<file path="src/design/umd_pkg.sv">
// Summary of operation
// - Normal multidrop runs when multidrop bit is set and special detection is off.
// - Normal multidrop, receiver off: drop data, store address bytes with parity error.
// - Normal multidrop, receiver on: keep data, line status interrupt per address byte.
// - Automatic address mode runs when multidrop bit and special detection are set.
// - Automatic mode compares address bytes with the second flow-off character; discards others.
// - Matching address enables receiver, is stored with ninth bit as parity error.
// - Enabled receiver seeing a foreign address disables itself until next match.
// - Divisor bytes and fraction field are reachable only while divisor access is set.
// - Direction pin is high in transmit when polarity bit is 0, inverted otherwise.
// - With parity check set, flow characters with parity errors are rejected.
// - Infrared pulses are 3/16 bit wide, or 1/4 bit with fast infrared set.
// - Receive-available interrupt and status follow queue level against the trigger while queues are enabled.
// - Data ready sets when a character enters the queue, clears when empty.
// - Line status bits support polling with queues enabled and low enables cleared.
// - Rising clear-to-send input and request-to-send output interrupt, needing enhanced bit.
// - Enable bit 5 gates the flow-off interrupt; bit 4 reserved; enables reset to 0.
// - Modem interrupt fires whenever any of the four delta bits becomes set.
// - Errored character interrupts on arrival and again on reaching the queue head.
// - Transmit-ready fires on empty holding; with queues below trigger, then empty.
// - Receive-ready fires on a held character, or trigger level with queues.
package umd_pkg;
    // Byte addresses of the register words.
    localparam logic [7:0] OFF_DATA  = 8'h00;
    localparam logic [7:0] OFF_IEN   = 8'h04;
    localparam logic [7:0] OFF_LCTL  = 8'h08;
    localparam logic [7:0] OFF_LSTAT = 8'h0C;
    localparam logic [7:0] OFF_MSTAT = 8'h10;
    localparam logic [7:0] OFF_EFR   = 8'h14;
    localparam logic [7:0] OFF_QCTL  = 8'h18;
    localparam logic [7:0] OFF_TRIG  = 8'h1C;
    localparam logic [7:0] OFF_FCTL  = 8'h20;
    localparam logic [7:0] OFF_SECOND_FLOW_OFF_CHAR = 8'h24;
    localparam logic [7:0] OFF_DLL   = 8'h28;
    localparam logic [7:0] OFF_DLM   = 8'h2C;
    localparam logic [7:0] OFF_FDM   = 8'h30;
    localparam logic [7:0] OFF_ISRC  = 8'h34;
    // Field positions.
    localparam int FDM_POL   = 7;
    localparam int FDM_MD    = 6;
    localparam int FDM_FPAR  = 5;
    localparam int FDM_FIR   = 4;
    localparam int EFR_SPEC  = 5;
    localparam int EFR_ENH   = 4;
    localparam int LCTL_DIV  = 7;
    localparam int MST_RXOFF = 2;
    localparam int QCTL_EN   = 0;
    localparam int QCTL_RRST = 1;
    localparam int FCTL_HD   = 5;
    localparam int FCTL_IR   = 2;
    // Reset values and masks.
    localparam logic [7:0] RST_REG  = 8'h00;
    localparam logic [7:0] RST_DLL  = 8'h01;
    localparam logic [7:0] RST_TRIG = 8'h01;
    localparam logic [7:0] IEN_MASK = 8'hEF;
    localparam logic [3:0] RST_PINS = 4'hF;
    // Receive queue shape.
    localparam int         QAW      = 4;
    localparam int         QDEPTH   = 16;
    localparam logic [4:0] QCAP_ALL = 5'h10;
    localparam logic [4:0] QCAP_ONE = 5'h01;
    // Infrared pulse widths in 16x ticks.
    localparam logic [2:0] IR_SLOW  = 3'h3;
    localparam logic [2:0] IR_FAST  = 3'h4;
    // Bus responses.
    localparam logic [1:0] RESP_OK  = 2'h0;
    localparam logic [1:0] RESP_ERR = 2'h2;
endpackage

</file>
<file path="src/design/umd_top.sv">
module umd_top
    import umd_pkg::*;
(
    input  wire logic        aclk,
    input  wire logic        aresetn,
    input  wire logic [7:0]  awaddr,
    input  wire logic        awvalid,
    output logic             awready,
    input  wire logic [31:0] wdata,
    input  wire logic [3:0]  wstrb,
    input  wire logic        wvalid,
    output logic             wready,
    output logic [1:0]       bresp,
    output logic             bvalid,
    input  wire logic        bready,
    input  wire logic [7:0]  araddr,
    input  wire logic        arvalid,
    output logic             arready,
    output logic [31:0]      rdata,
    output logic [1:0]       rresp,
    output logic             rvalid,
    input  wire logic        rready,
    input  wire logic        rx_valid,
    input  wire logic [7:0]  rx_data,
    input  wire logic        rx_ninth,
    input  wire logic        rx_parity_err,
    input  wire logic        rx_frame_err,
    input  wire logic        rx_break,
    input  wire logic        tx_empty,
    input  wire logic        tx_below_trig,
    input  wire logic        tx_shift_empty,
    input  wire logic        tx_active,
    input  wire logic        tx_bit_start,
    input  wire logic        tx_bit,
    input  wire logic        rts_n_level,
    input  wire logic        cts_n,
    input  wire logic        dsr_n,
    input  wire logic        ri_n,
    input  wire logic        cd_n,
    output logic             irq,
    output logic             dir_out,
    output logic             ir_out,
    output logic [7:0]       tx_data,
    output logic             tx_load,
    output logic             baud_tick
);

    // A low-to-high step between two samples.
    function automatic logic umd_rise(input logic old_v, input logic new_v);
        return ~old_v & new_v;
    endfunction

    // Whether a byte address holds a register word.
    function automatic logic umd_mapped(input logic [7:0] a);
        return (a[1:0] == 2'h0) && (a <= OFF_ISRC);
    endfunction

    logic [7:0]     ien;
    logic [7:0]     lctl;
    logic [7:0]     enhanced_feature_register;
    logic           qen;
    logic [7:0]     trig;
    logic [7:0]     fctl;
    logic [7:0]     second_flow_off_char;
    logic [7:0]     dll;
    logic [7:0]     divisor_high_byte;
    logic [7:0]     fdm;
    logic           rx_off;
    logic           auto_en;
    logic           aw_q;
    logic           w_q;
    logic [7:0]     awa;
    logic [7:0]     wd;
    logic           wlane;
    logic [10:0]    q_mem [0:QDEPTH-1];
    logic [QAW-1:0] wr_ptr;
    logic [QAW-1:0] rd_ptr;
    logic [4:0]     q_cnt;
    logic [4:0]     err_cnt;
    logic           overrun;
    logic           lsr_p;
    logic           tx_p;
    logic           xoff_p;
    logic           cts_p;
    logic           rts_p;
    logic [3:0]     delta;
    logic [3:0]     s1;
    logic [3:0]     s2;
    logic [3:0]     s3;
    logic [3:0]     pin_q;
    logic           rts_q;
    logic           txe_q;
    logic           txb_q;
    logic           txs_q;
    logic [15:0]    bcnt;
    logic [3:0]     facc;
    logic [2:0]     ir_cnt;
    logic [7:0]     rd_val;

    // Bus handshakes and decoded accesses.
    wire ar_hs  = arvalid & arready;
    wire do_wr  = aw_q & w_q & ~bvalid;
    wire wr_en  = do_wr & wlane & umd_mapped(awa);
    wire div_ok = lctl[LCTL_DIV];
    wire wr_data  = wr_en & (awa == OFF_DATA);
    wire rd_data  = ar_hs & (araddr == OFF_DATA);
    wire rd_lstat = ar_hs & (araddr == OFF_LSTAT);
    wire rd_mstat = ar_hs & (araddr == OFF_MSTAT);
    wire rd_isrc  = ar_hs & (araddr == OFF_ISRC);
    wire rx_rst   = wr_en & (awa == OFF_QCTL) & wd[QCTL_RRST] & wd[QCTL_EN];

    // Address filtering of the incoming character stream.
    wire md_on    = fdm[FDM_MD];
    wire auto_md  = md_on & enhanced_feature_register[EFR_SPEC];
    wire norm_md  = md_on & ~enhanced_feature_register[EFR_SPEC];
    wire is_addr  = rx_ninth;
    wire addr_hit = (rx_data == second_flow_off_char);
    wire acc_norm = is_addr | ~rx_off;
    wire acc_auto = is_addr ? addr_hit : auto_en;
    wire accept   = ~md_on | (norm_md & acc_norm) | (auto_md & acc_auto);
    wire in_perr  = md_on ? is_addr : rx_parity_err;
    wire in_err   = in_perr | rx_frame_err | rx_break;

    // Queue occupancy; without queues only one character is held.
    wire [4:0] cap   = qen ? QCAP_ALL : QCAP_ONE;
    wire       full  = (q_cnt >= cap);
    wire       req   = rx_valid & accept;
    wire       push  = req & ~full;
    wire       pop   = rd_data & (q_cnt != 5'h00);
    wire [10:0] head = q_mem[rd_ptr];
    wire [10:0] nxt  = q_mem[rd_ptr + 4'h1];
    wire       h_err = (q_cnt != 5'h00) & (|head[10:8]);
    wire       n_err = (q_cnt > 5'h01) & (|nxt[10:8]);

    // Flow-off character seen outside multidrop operation.
    wire flow_hit = rx_valid & ~md_on & (rx_data == second_flow_off_char) & ~(fdm[FDM_FPAR] & rx_parity_err);

    // Modem pins: a bit changes only when the second and third stages agree.
    wire [3:0] pin_nx = (s2 & s3) | (pin_q & (s2 ^ s3));
    wire [3:0] chg    = pin_nx ^ pin_q;
    wire [3:0] d_set  = {chg[3], umd_rise(pin_q[2], pin_nx[2]), chg[1], chg[0]};
    wire       cts_up = umd_rise(pin_q[0], pin_nx[0]);
    wire       rts_up = umd_rise(rts_q, rts_n_level);

    // Transmit-ready sources; with queues enabled, half duplex waits for the shifter to drain.
    wire tx_sec = fctl[FCTL_HD] ? (tx_empty & tx_shift_empty) : tx_empty;
    wire tx_q_ev = umd_rise(txb_q, tx_below_trig) | umd_rise(txs_q, tx_sec);
    wire tx_set  = qen ? tx_q_ev : umd_rise(txe_q, tx_empty);
    wire tx_clr  = rd_isrc | wr_data;

    // Receive-ready level against the trigger.
    wire rxrdy = qen ? ({3'h0, q_cnt} >= trig) : (q_cnt != 5'h00);

    // Line status in polled form.
    wire [7:0] lstat = {err_cnt != 5'h00, tx_empty & tx_shift_empty, tx_empty,
                        h_err & head[10], h_err & head[9], h_err & head[8],
                        overrun, q_cnt != 5'h00};

    // Effective enables; the upper three need the enhanced bit.
    wire enh = enhanced_feature_register[EFR_ENH];
    wire next_irq = (ien[2] & lsr_p) | (ien[0] & rxrdy) | (ien[1] & tx_p)
                  | (ien[3] & (|delta))
                  | (enh & ien[5] & xoff_p)
                  | (enh & ((ien[7] & cts_p) | (ien[6] & rts_p)));

    // Line status event: errored arrival, overrun, or errored character becoming head.
    wire lsr_set = (push & in_err) | (req & full) | (pop & n_err);

    // Baud divider with fractional stretch of one cycle per carry.
    wire [15:0] div    = {divisor_high_byte, dll};
    wire [15:0] div_m1 = (div == 16'h0000) ? 16'h0000 : div - 16'h0001;
    wire [4:0]  fsum   = {1'b0, facc} + {1'b0, fdm[3:0]};
    wire [15:0] reload = div_m1 + {15'h0000, fsum[4]};

    // Infrared pulse length.
    wire [2:0] ir_w = fdm[FDM_FIR] ? IR_FAST : IR_SLOW;
    wire       ir_go = fctl[FCTL_IR] & tx_bit_start & ~tx_bit;
    wire [2:0] next_ir_cnt = ir_go ? ir_w :
                             (baud_tick & (ir_cnt != 3'h0)) ? ir_cnt - 3'h1 : ir_cnt;

    // Read selection; divisor words read as zero while access is closed.
    always_comb begin
        unique case (araddr)
            OFF_DATA:  rd_val = (q_cnt != 5'h00) ? head[7:0] : 8'h00;
            OFF_IEN:   rd_val = ien;
            OFF_LCTL:  rd_val = lctl;
            OFF_LSTAT: rd_val = lstat;
            OFF_MSTAT: rd_val = {~pin_q, delta};
            OFF_EFR:   rd_val = enhanced_feature_register;
            OFF_QCTL:  rd_val = {7'h00, qen};
            OFF_TRIG:  rd_val = trig;
            OFF_FCTL:  rd_val = fctl;
            OFF_SECOND_FLOW_OFF_CHAR: rd_val = second_flow_off_char;
            OFF_DLL:   rd_val = div_ok ? dll : 8'h00;
            OFF_DLM:   rd_val = div_ok ? divisor_high_byte : 8'h00;
            OFF_FDM:   rd_val = div_ok ? fdm : 8'h00;
            OFF_ISRC:  rd_val = {irq, rts_p, cts_p, xoff_p, |delta, tx_p, rxrdy, lsr_p};
            default:   rd_val = 8'h00;
        endcase
    end

    // Write channel capture; address and data may arrive in either order.
    always_ff @(posedge aclk) begin
        if (!aresetn) begin
            aw_q    <= 1'b0;
            w_q     <= 1'b0;
            awa     <= 8'h00;
            wd      <= 8'h00;
            wlane   <= 1'b0;
            awready <= 1'b1;
            wready  <= 1'b1;
            bvalid  <= 1'b0;
            bresp   <= RESP_OK;
        end else begin
            if (awvalid & awready) begin
                aw_q    <= 1'b1;
                awa     <= awaddr;
                awready <= 1'b0;
            end
            if (wvalid & wready) begin
                w_q    <= 1'b1;
                wd     <= wdata[7:0];
                wlane  <= wstrb[0];
                wready <= 1'b0;
            end
            if (do_wr) begin
                aw_q   <= 1'b0;
                w_q    <= 1'b0;
                bvalid <= 1'b1;
                bresp  <= umd_mapped(awa) ? RESP_OK : RESP_ERR;
            end
            if (bvalid & bready) begin
                bvalid  <= 1'b0;
                awready <= 1'b1;
                wready  <= 1'b1;
            end
        end
    end

    // Read channel; data is captured at the address handshake.
    always_ff @(posedge aclk) begin
        if (!aresetn) begin
            arready <= 1'b1;
            rvalid  <= 1'b0;
            rdata   <= 32'h0000_0000;
            rresp   <= RESP_OK;
        end else if (ar_hs) begin
            arready <= 1'b0;
            rvalid  <= 1'b1;
            rdata   <= {24'h00_0000, rd_val};
            rresp   <= umd_mapped(araddr) ? RESP_OK : RESP_ERR;
        end else if (rvalid & rready) begin
            rvalid  <= 1'b0;
            arready <= 1'b1;
        end
    end

    // Configuration registers; the reserved enable bit is never stored.
    always_ff @(posedge aclk) begin
        if (!aresetn) begin
            ien    <= RST_REG;
            lctl   <= RST_REG;
            enhanced_feature_register    <= RST_REG;
            qen    <= 1'b0;
            trig   <= RST_TRIG;
            fctl   <= RST_REG;
            second_flow_off_char  <= RST_REG;
            dll    <= RST_DLL;
            divisor_high_byte    <= RST_REG;
            fdm    <= RST_REG;
            rx_off <= 1'b0;
        end else if (wr_en) begin
            unique case (awa)
                OFF_IEN:   ien <= wd & IEN_MASK;
                OFF_LCTL:  lctl <= wd;
                OFF_EFR:   enhanced_feature_register <= wd;
                OFF_QCTL:  qen <= wd[QCTL_EN];
                OFF_TRIG:  trig <= wd;
                OFF_FCTL:  fctl <= wd;
                OFF_SECOND_FLOW_OFF_CHAR: second_flow_off_char <= wd;
                OFF_MSTAT: rx_off <= wd[MST_RXOFF];
                OFF_DLL:   dll <= div_ok ? wd : dll;
                OFF_DLM:   divisor_high_byte <= div_ok ? wd : divisor_high_byte;
                OFF_FDM:   fdm <= div_ok ? wd : fdm;
                default:   ;
            endcase
        end
    end

    // Automatic address state: a match opens, a foreign address closes.
    always_ff @(posedge aclk) begin
        if (!aresetn) begin
            auto_en <= 1'b0;
        end else if (rx_valid & auto_md & is_addr) begin
            auto_en <= addr_hit;
        end
    end

    // Receive queue storage; entries hold break, framing, parity and data.
    always_ff @(posedge aclk) begin
        if (push) begin
            q_mem[wr_ptr] <= {rx_break, rx_frame_err, in_perr, rx_data};
        end
    end

    // Queue pointers and counters; a reset of the queue leaves the shifter alone.
    always_ff @(posedge aclk) begin
        if (!aresetn || rx_rst) begin
            wr_ptr  <= '0;
            rd_ptr  <= '0;
            q_cnt   <= 5'h00;
            err_cnt <= 5'h00;
        end else begin
            if (push) begin
                wr_ptr <= wr_ptr + 4'h1;
            end
            if (pop) begin
                rd_ptr <= rd_ptr + 4'h1;
            end
            q_cnt   <= q_cnt + {4'h0, push} - {4'h0, pop};
            err_cnt <= err_cnt + {4'h0, push & in_err} - {4'h0, pop & h_err};
        end
    end

    // Sticky event flags; a set in the clearing cycle wins.
    always_ff @(posedge aclk) begin
        if (!aresetn) begin
            overrun <= 1'b0;
            lsr_p   <= 1'b0;
            tx_p    <= 1'b0;
            xoff_p  <= 1'b0;
            cts_p   <= 1'b0;
            rts_p   <= 1'b0;
            delta   <= 4'h0;
        end else begin
            overrun <= (req & full) | (overrun & ~rd_lstat);
            lsr_p   <= lsr_set | (lsr_p & ~rd_lstat);
            tx_p    <= tx_set | (tx_p & ~tx_clr);
            xoff_p  <= flow_hit | (xoff_p & ~rd_isrc);
            cts_p   <= cts_up | (cts_p & ~rd_mstat);
            rts_p   <= rts_up | (rts_p & ~rd_mstat);
            delta   <= d_set | (delta & {4{~rd_mstat}});
        end
    end

    // Three-stage pin synchronisers and the filtered pin levels.
    always_ff @(posedge aclk) begin
        if (!aresetn) begin
            s1    <= RST_PINS;
            s2    <= RST_PINS;
            s3    <= RST_PINS;
            pin_q <= RST_PINS;
        end else begin
            s1    <= {cd_n, ri_n, dsr_n, cts_n};
            s2    <= s1;
            s3    <= s2;
            pin_q <= pin_nx;
        end
    end

    // Previous samples for edge detection on same-clock inputs.
    always_ff @(posedge aclk) begin
        if (!aresetn) begin
            rts_q <= 1'b1; // Idle level of the pin.
            txe_q <= 1'b0;
            txb_q <= 1'b0;
            txs_q <= 1'b0;
        end else begin
            rts_q <= rts_n_level;
            txe_q <= tx_empty;
            txb_q <= tx_below_trig;
            txs_q <= tx_sec;
        end
    end

    // Baud tick generator at the 16x rate.
    always_ff @(posedge aclk) begin
        if (!aresetn) begin
            bcnt      <= 16'h0000;
            facc      <= 4'h0;
            baud_tick <= 1'b0;
        end else if (bcnt == 16'h0000) begin
            bcnt      <= reload;
            facc      <= fsum[3:0];
            baud_tick <= 1'b1;
        end else begin
            bcnt      <= bcnt - 16'h0001;
            baud_tick <= 1'b0;
        end
    end

    // Pin outputs; direction follows the transmitter, inverted by polarity.
    always_ff @(posedge aclk) begin
        if (!aresetn) begin
            ir_cnt  <= 3'h0;
            ir_out  <= 1'b0;
            dir_out <= 1'b0;
            irq     <= 1'b0;
            tx_data <= 8'h00;
            tx_load <= 1'b0;
        end else begin
            ir_cnt  <= next_ir_cnt;
            ir_out  <= next_ir_cnt != 3'h0;
            dir_out <= tx_active ^ fdm[FDM_POL];
            irq     <= next_irq;
            tx_data <= wr_data ? wd : tx_data;
            tx_load <= wr_data;
        end
    end

endmodule

</file>
<file path="config.mk">
export PLATFORM = sky130hd
export DESIGN_NAME = umd_top
export DESIGN_NICKNAME = d
export VERILOG_FILES = /design/src/design/umd_pkg.sv /design/src/design/umd_top.sv
export SDC_FILE = /design/constraint.sdc
export NUM_CORES = 1
export LEC_CHECK = 0
export BUFFER_PORTS_ARGS = -buffer_cell sky130_fd_sc_hd__buf_2
export CAP_MARGIN = 0
export CORE_UTILIZATION = 60
export CTS_CLUSTER_DIAMETER = 120
export DETAILED_ROUTE_END_ITERATION = 12
export GPL_TIMING_DRIVEN = 0
export PLACE_DENSITY = 0.8
export SLEW_MARGIN = 15
export SYNTH_ARGS = -nofsm -noshare
export SYNTH_HDL_FRONTEND = slang
export SYNTH_SLANG_ARGS = --single-unit
export TNS_END_PERCENT = 30
</file>
<file path="constraint.sdc">
create_clock -name aclk -period 4.1 [get_ports aclk]
set_input_delay 0.615 -clock aclk [delete_from_list [all_inputs] [get_ports aclk]]
set_output_delay 0.615 -clock aclk [all_outputs]
set_load 0.02 [all_outputs]
</file>
==> run summary, run 1 <==
Clock slew seen by the registers of the worst setup and hold paths = 60 ps
Pins Over Slew Limit = 0
Post-route antenna net violation count = 0
CTS sink count = 372
Mapped Avg Cell Area = 10.91 µm²
Yosys warns = 0
Commonest non-fill, non-tap cells in the layout = dfxtp_1 (194), nand2_1 (183), edfxtp_1 (176)
Final Setup Violations = 0
Total track usage = 36.09%
GP Congestion = 1.027
Worst hold start = ri_n
WS Path Type = flop to flop
Slew at the pin with the worst max-slew slack = 1238 ps
Area delta synth->final = 13.26%
Prevailing post-synth register cell = dfxtp_1
Synthesized area = 0.01727 mm²
Crit path capture type = flop
CP Data Required Time = 4480 ps
Inst Count DP = 2070
Worst R2R Setup Slack = 270 ps
Fin cells = 2135
Final Hold Fails = 0
Via/cell ratio = 6.407
Clk Tree Root Cell = clkbuf_16
Crit start category = flop
Post-synthesis sequential area ratio = 53.31%
Final Cycle Share = 93.53%
Vias in the first global route = 13320
Worst skew pair latency = 560 ps
Final HPWL DP = 35280 µm
DRC = 0
H-tree level count = 2
Worst hold slack = 252.5 ps
Number of DRC markers in iteration 0 = 1748
Chip Height = 171.7 µm
Largest registers = q_mem: 176 flops, bcnt: 16 flops
Setup Buffers After CTS = 0
Layout cells sized above 1 = 15.95%
Max reg flops = 176
Worst Setup Slack, final = 265.4 ps
Final WL = 51970 µm
Initial antenna violation count = 1
Hold buffers post-CTS = 0
Biggest register = q_mem
Pre-CTS WS = -115.8 ps
Global-route wire length before repair = 77710 µm
CP arrival = 4220 ps
Clock buffer depth = 3
GR Overflow Total = 0
R2R cell count = 13
Max Clk Rate = 260.8 MHz
Routed wire per std cell = 24.34 µm
TNS Setup = 0 ps
Syn Inst Count = 1583
Critical Path End = err_cnt[4]
EDFF count, synth = 176
Worst Hold Class = primary input to flop
CTS tree = built
Max Cap Viol = 0
DRT Pass-1 Iters = 5
Pwr Total = 9239 µW
Worst vdd ir = 0.5099 mV
Worst clock skew = 13.89 ps
Core area = 0.02809 mm²
FP Rows = 61
Commonest non-fill, non-tap cell in the layout = dfxtp_1
R2R Path End = err_cnt[4]
IO Count = 137
Leak = 0.007045 µW
Port Buffers = 81
Relative slew slack = 16.91%
Initial Utilization = 61.50%
PwrDens = 472.2 mW/mm²
DIE AREA = 0.02947 mm²
Status = completed
Min Tclk post-route = 3835 ps
Vias after detailed routing = 13680
Chip width = 171.7 µm
Synth cell types = 72
Maximum fanout along the worst path = 10
#FFs+latches synth = 372
Unrepaired setup endpoints after global routing = false
Largest net degree at the start of global routing = 18
Fin nets = 1857
CTS Buf Count = 38
Asr flop ratio synth = 0%
logic make-up after synthesis:
| family | after synthesis | share of synthesized area (%) |
|---|---|---|
| buf+inv | 169 | 4.317 |
| flops | 372 | 53.31 |
| simple gates | 549 | 15.41 |
| mux | 122 | 11.13 |
| compound gates | 276 | 9.916 |
| fa+ha+maj | 46 | 3.462 |
| other cells | 1 | 0.02171 |
| xor+xnor | 48 | 2.434 |
cell usage after synthesis, drive strengths merged (11+ instances only):
library cell	number	area share, %
a211oi	16	0.70
nand3	44	1.3
a31oi	17	0.62
nor4	27	1.1
clkbuf	78	1.7
inv	51	1.1
edfxtp	176	31
and2	16	0.58
nor3	36	1.1
mux2	11	0.72
a21oi	120	3.5
nand4	15	0.54
nor2b	13	0.47
mux4	55	7.2
o21ai	43	1.2
nor2	123	2.7
dfxtp	196	23
mux2i	56	3.2
ha	43	3.1
buf	39	1.5
nand2	183	4.0
xor2	16	0.81
xnor2	32	1.6
and3	29	1.1
nand2b	23	0.83
through the flow:
step / cell area (µm²) / util (%)
floorplan: 17370 / -
detailed placement: 18300 / 65.17
global placement: 18250 / 64.96
CTS: 19560 / 69.62
finish: 19570 / 69.66
global route: 19560 / 69.65
cell type report:
| class | count | area [µm²] |
|---|---|---|
| Antenna cell | 1 | 2.502 |
| Buffer | 113 | 546.8 |
| Clock buffer | 43 | 969.7 |
| Clock inverter | 25 | 276.5 |
| Fill cell | 2097 | 8522 |
| Inverter | 52 | 195.2 |
| Multi-Input combinational cell | 1067 | 7462 |
| Sequential cell | 372 | 9211 |
| Tap cell | 378 | 473.0 |
| Timing Repair Buffer | 84 | 427.9 |
worst max-delay path: stages (launching register included):
cell and delay (ps):
dfxtp_1 580, buf_2 410, mux4_2 390, mux4_2 520, o31a_1 340, ha_1 280
inv_1 40, ha_1 190, fa_1 410, a21oi_1 140, nor2_1 50, nor2_1 110
xnor2_1 130, nor2_1 50
how the worst min path moves through the flow:
stage / endpoint / slack [ps] / cells after the start
2_1_floorplan: s2[0] / 390 / 1
3_5_place_dp: s2[1] / 400 / 1
5_1_grt: s1[2] / 260 / 2
3_3_place_gp: s2[2] / 390 / 1
6_report: s1[2] / 250 / 2
4_1_cts: s1[2] / 240 / 2
per-layer routing:
layer  vias up  share of wire [%]  GRT usage, %
met5         -                  0             0
met4         0                5.8         20.85
met3       190                8.1         5.706
met2       789                 49         61.56
met1      6655                 37         43.38
li1       6045                  -             -
power by group:
| part | switching [µW] | leakage (µW) | internal [µW] |
|---|---|---|---|
| sequential | 136 | 0.00318 | 4090 |
| combinational | 885 | 0.00326 | 582 |
| clock | 1560 | 0.000604 | 1990 |
| total | 2580 | 0.00704 | 6660 |
timing repair:
action	in CTS	in global routing
gates resized for setup	7	3
pin swaps	0	0
setup endpoints to repair	2	2
(Power assumes the default switching activity.)
==> inputs of run 2 (changes only) <==
- GPL_TIMING_DRIVEN: 0 -> not set
==> run summary, run 2 (same netlist as run 1, synthesis figures left out) <==
Final HPWL DP = 29700 µm
Max Cap Viol = 0
Fin nets = 1771
Commonest non-fill, non-tap cell in the layout = dfxtp_1
GR Overflow Total = 0
Max reg flops = 176
Min Tclk post-route = 3558 ps
Clock buffer depth = 3
Worst vdd ir = 0.4862 mV
CTS sink count = 372
Final Hold Fails = 0
WS Path Type = flop to flop
Initial Utilization = 61.50%
Chip Height = 171.7 µm
Core area = 0.02809 mm²
CTS tree = built
Vias after detailed routing = 12940
Crit path capture type = flop
Largest registers = q_mem: 176 flops, bcnt: 16 flops
Maximum fanout along the worst path = 13
Global-route wire length before repair = 68050 µm
Chip width = 171.7 µm
Worst Hold Class = primary input to flop
Commonest non-fill, non-tap cells in the layout = dfxtp_1 (194), nand2_1 (183), edfxtp_1 (176)
Hold buffers post-CTS = 0
Leak = 0.006905 µW
Clock slew seen by the registers of the worst setup and hold paths = 60 ps
CP arrival = 3970 ps
Clk Tree Root Cell = clkbuf_16
Routing usage on met2 = 52.42%
FP Rows = 61
Initial antenna violation count = 0
Worst clock skew = 21.19 ps
H-tree level count = 2
Number of DRC markers in iteration 0 = 1459
Unrepaired setup endpoints after global routing = false
Biggest register = q_mem
Via/cell ratio = 6.320
Fill cells = 2049
GP Congestion = 1.003
Pins Over Slew Limit = 0
Layout cells sized above 1 = 15.53%
Total track usage = 30.82%
Relative slew slack = 32.73%
CP Data Required Time = 4520 ps
Final WL = 44810 µm
Slew at the pin with the worst max-slew slack = 995.0 ps
IO Count = 137
Worst R2R Setup Slack = 540 ps
Largest net degree at the start of global routing = 87
Status = completed
Crit start category = flop
GR peak layer = met2
TNS Setup = 0 ps
Worst skew pair latency = 550 ps
Vias in the first global route = 12170
Count of cells resized by post-cts repair = 0
Global-route met3 utilization = 4.993%
PwrDens = 474.3 mW/mm²
CTS Buf Count = 38
Area delta synth->final = 11.06%
Routed wire per std cell = 21.89 µm
DRT Pass-1 Iters = 6
Final Cycle Share = 86.77%
DRC = 0
Setup Buffers After CTS = 0
Port Buffers = 83
Post-route antenna net violation count = 0
Max Clk Rate = 281.1 MHz
Pwr Total = 9099 µW
Final Setup Violations = 0
Multi-input gate area = 0.007420 mm²
Register area = 0.009211 mm²
GR Layer Usage met1 = 38.63%
DIE AREA = 0.02947 mm²
-- run 2: cell types whose count changed in the layout (fill, tap and decap cells not counted), sizes merged --
| cell | change |
|---|---|
| clkbuf | -67 |
| buf | -11 |
| clkinvlp | -5 |
| clkinv | -6 |
| inv | +1 |
-- run 2: final timing paths --
kind	startpoint	end	depth (start not counted)
max	flop	err_cnt[4]	12
min	cd_n	s1[3]	2
max reg2reg	flop	err_cnt[4]	12
min reg2reg	s1[1]	s2[1]	1
-- run 2: critical path, stage by stage (launching register included) --
cell and delay [ps]:
dfxtp_2 590, mux4_2 580, mux4_2 510, o31a_1 320, ha_1 280, inv_1 40
ha_1 200, fa_1 410, a21oi_1 170, nor2_1 50, nor2_1 110, xnor2_1 130
nor2_1 50
-- run 2: final cells by class --
class / count / share of cell area (%)
Inverter: 52 / 1.030
Timing Repair Buffer: 111 / 3.261
Antenna cell: 1 / 0.01304
Tap cell: 378 / 2.465
Multi-Input combinational cell: 1067 / 38.67
Clock inverter: 15 / 1.122
Clock buffer: 51 / 5.420
Sequential cell: 372 / 48.01
-- run 2: metal layers --
layer,share of wire (%),up-vias,routed length [µm]
met5,0,-,0
met4,4.5,0,2003
met3,8.9,145,3972
met2,49,677,21840
met1,38,6245,16990
li1,-,5870,-
-- run 2: metrics by stage --
stage	cell area (µm²)	setup slack (ps)	utilization (%)	hold slack, ps	std cells
floorplan	17370	400.4	-	386.3	1608
global placement	17930	575.7	63.83	396.4	1980
detailed placement	17930	534.8	63.83	397.6	1980
CTS	19180	528.9	68.30	239.1	2046
global route	19180	328.2	68.30	257.7	2046
finish	19180	542.4	68.30	251.7	2047
-- run 2: where the power goes --
part	leakage [µW]	total [µW]	internal, µW	switching (µW)
clock network	0.000620	3510	2050	1460
registers	0.00318	4260	4090	163
logic	0.00310	1330	558	777
==> inputs of run 3 (changes only) <==
- CORE_UTILIZATION: 60 -> 62
- CTS_BUF_LIST: not set -> sky130_fd_sc_hd__clkbuf_8
- PLACE_DENSITY: 0.8 -> 0.82
- SLEW_MARGIN: 15 -> not set
==> run summary, run 3 (same netlist as run 1, synthesis figures left out) <==
Combinational power share = 15.0%
Critical Path End = err_cnt[4]
PwrDens = 468.7 mW/mm²
Largest net degree at the start of global routing = 73
Via/cell ratio = 6.268
TNS Setup = 0 ps
Fin cells = 2078
Layout cells sized above 1 = 16.68%
CP Cell Sequence = mux4_2, mux4_2, o31a_1, ha_1, inv_1, ha_1, fa_1, a21oi_1, nor2_1, nor2_1, xnor2_1, nor2_1
WS Path Type = flop to flop
Vias after detailed routing = 13020
Pins Over Slew Limit = 0
DRC = 0
P_int = 6561 µW
Crit path top cell by count = nor2_1
Commonest non-fill, non-tap cells in the layout = dfxtp_1 (194), nand2_1 (183), edfxtp_1 (176)
Setup Buffers After CTS = 0
Worst clock skew = 30.37 ps
Final HPWL DP = 30500 µm
Top Family by Delay on Critical Path = multiplexers
DIE AREA = 0.02853 mm²
H-tree level count = 2
R2R cell count = 12
Status = completed
Area delta synth->final = 11.04%
Post-route antenna net violation count = 0
Worst hold start = cd_n
Max Cap Viol = 0
CP peak stage delay = 610 ps
CTS Buf Count = 58
Total track usage = 31.85%
FP Rows = 60
Worst skew pair latency = 630 ps
Initial antenna violation count = 3
Routed wire per std cell = 21.55 µm
Relative slew slack = 17.47%
Worst Hold Class = primary input to flop
Final WL = 44770 µm
Max reg flops = 176
Hold buffers post-CTS = 0
Clk Tree Root Cell = clkbuf_8
Slew at the pin with the worst max-slew slack = 1230 ps
Critical Path Stages = 12
Number of DRC markers in iteration 0 = 1457
CTS tree = built
Fill cells = 1900
Fin nets = 1789
Count of cells resized by post-cts repair = 0
DRT Pass-1 Iters = 6
Chip Height = 168.9 µm
CTS sink count = 372
Seq pwr share = 47.4%
Min Tclk post-route = 3625 ps
Max Clk Rate = 275.9 MHz
CP Data Required Time = 4600 ps
IO Count = 137
Sw power = 2430 µW
Clock slew seen by the registers of the worst setup and hold paths = 60 ps
Unrepaired setup endpoints after global routing = false
Leak = 0.006985 µW
Switching power share of the total = 27.03%
Final Setup Violations = 0
Largest registers = q_mem: 176 flops, bcnt: 16 flops
Crit start category = flop
Worst vdd ir = 0.3642 mV
Global-route wire length before repair = 69320 µm
Clock power frac = 37.7%
Vias in the first global route = 12710
Inst Count DP = 1972
Worst R2R Setup Slack = 480 ps
Initial Utilization = 63.56%
GP Congestion = 0.9996
Register area = 0.009211 mm²
GR Overflow Total = 0
Biggest register = q_mem
Port Buffers = 83
Final Hold Fails = 0
Commonest non-fill, non-tap cell in the layout = dfxtp_1
Crit path capture type = flop
Crit-path slowest cell = dfxtp_2
Worst hold slack = 175.1 ps
Final Cycle Share = 88.41%
Maximum fanout along the worst path = 13
Multi-input gate area = 0.007420 mm²
Chip width = 168.9 µm
Core area = 0.02718 mm²
Clock buffer depth = 3
R2R Path End = err_cnt[4]
CP arrival = 4130 ps
Buffers and inverters on the worst path = 1
run 3: cell count changes in the layout (fill, tap and decap cells not counted), sizes merged:
cell / delta
buf: -2
bufinv: +2
clkbuf: +18
diode: +2
inv: +17
run 3: final cells by class:
class,instances,share of cell area [%]
flip-flops and latches,372,48.02
clock buffers,69,4.951
repair buffers,109,3.183
multi-input cells,1067,38.68
inverters,52,1.031
well taps,372,2.427
diodes,3,0.03914
clock inverters,34,1.663
run 3: worst min-delay path by stage:
stage,endpoint,cells past startpoint,slack (ps)
after global placement,s2[3],1,390
after detailed placement,s2[3],1,400
final,s1[3],2,180
after global routing,s1[3],2,160
after floorplan,s2[0],1,390
after CTS,s1[3],2,160
run 3: power groups by stage:
stage                     combinational (µW)  clock (µW)  sequential, µW
after global routing                    1490        3560            4270
final                                   1350        3390            4260
after CTS                               1340        3410            4250
after global placement                  1260           0            4310
after floorplan                         1010           0            4270
after detailed placement                1320           0            4330
run 3: routing by layer:
metal	routed length (µm)	vias up	global-route usage [%]
met4	1829	0	14.35
met1	17060	6299	40.40
met2	21790	676	53.05
met3	4092	142	6.243
li1	-	5907	-
met5	0	-	0
run 3: through the flow:
| stage | area [µm²] | util (%) | worst slack, ps | total power, µW |
|---|---|---|---|---|
| 6_report | 19180 | 70.58 | 475.4 | 8991 |
| 3_5_place_dp | 17900 | 65.88 | 464.0 | 5650 |
| 2_1_floorplan | 17370 | - | 400.4 | 5276 |
| 4_1_cts | 19170 | 70.55 | 469.0 | 8995 |
| 3_3_place_gp | 17900 | 65.88 | 556.2 | 5571 |
| 5_1_grt | 19180 | 70.57 | 296.8 | 9328 |
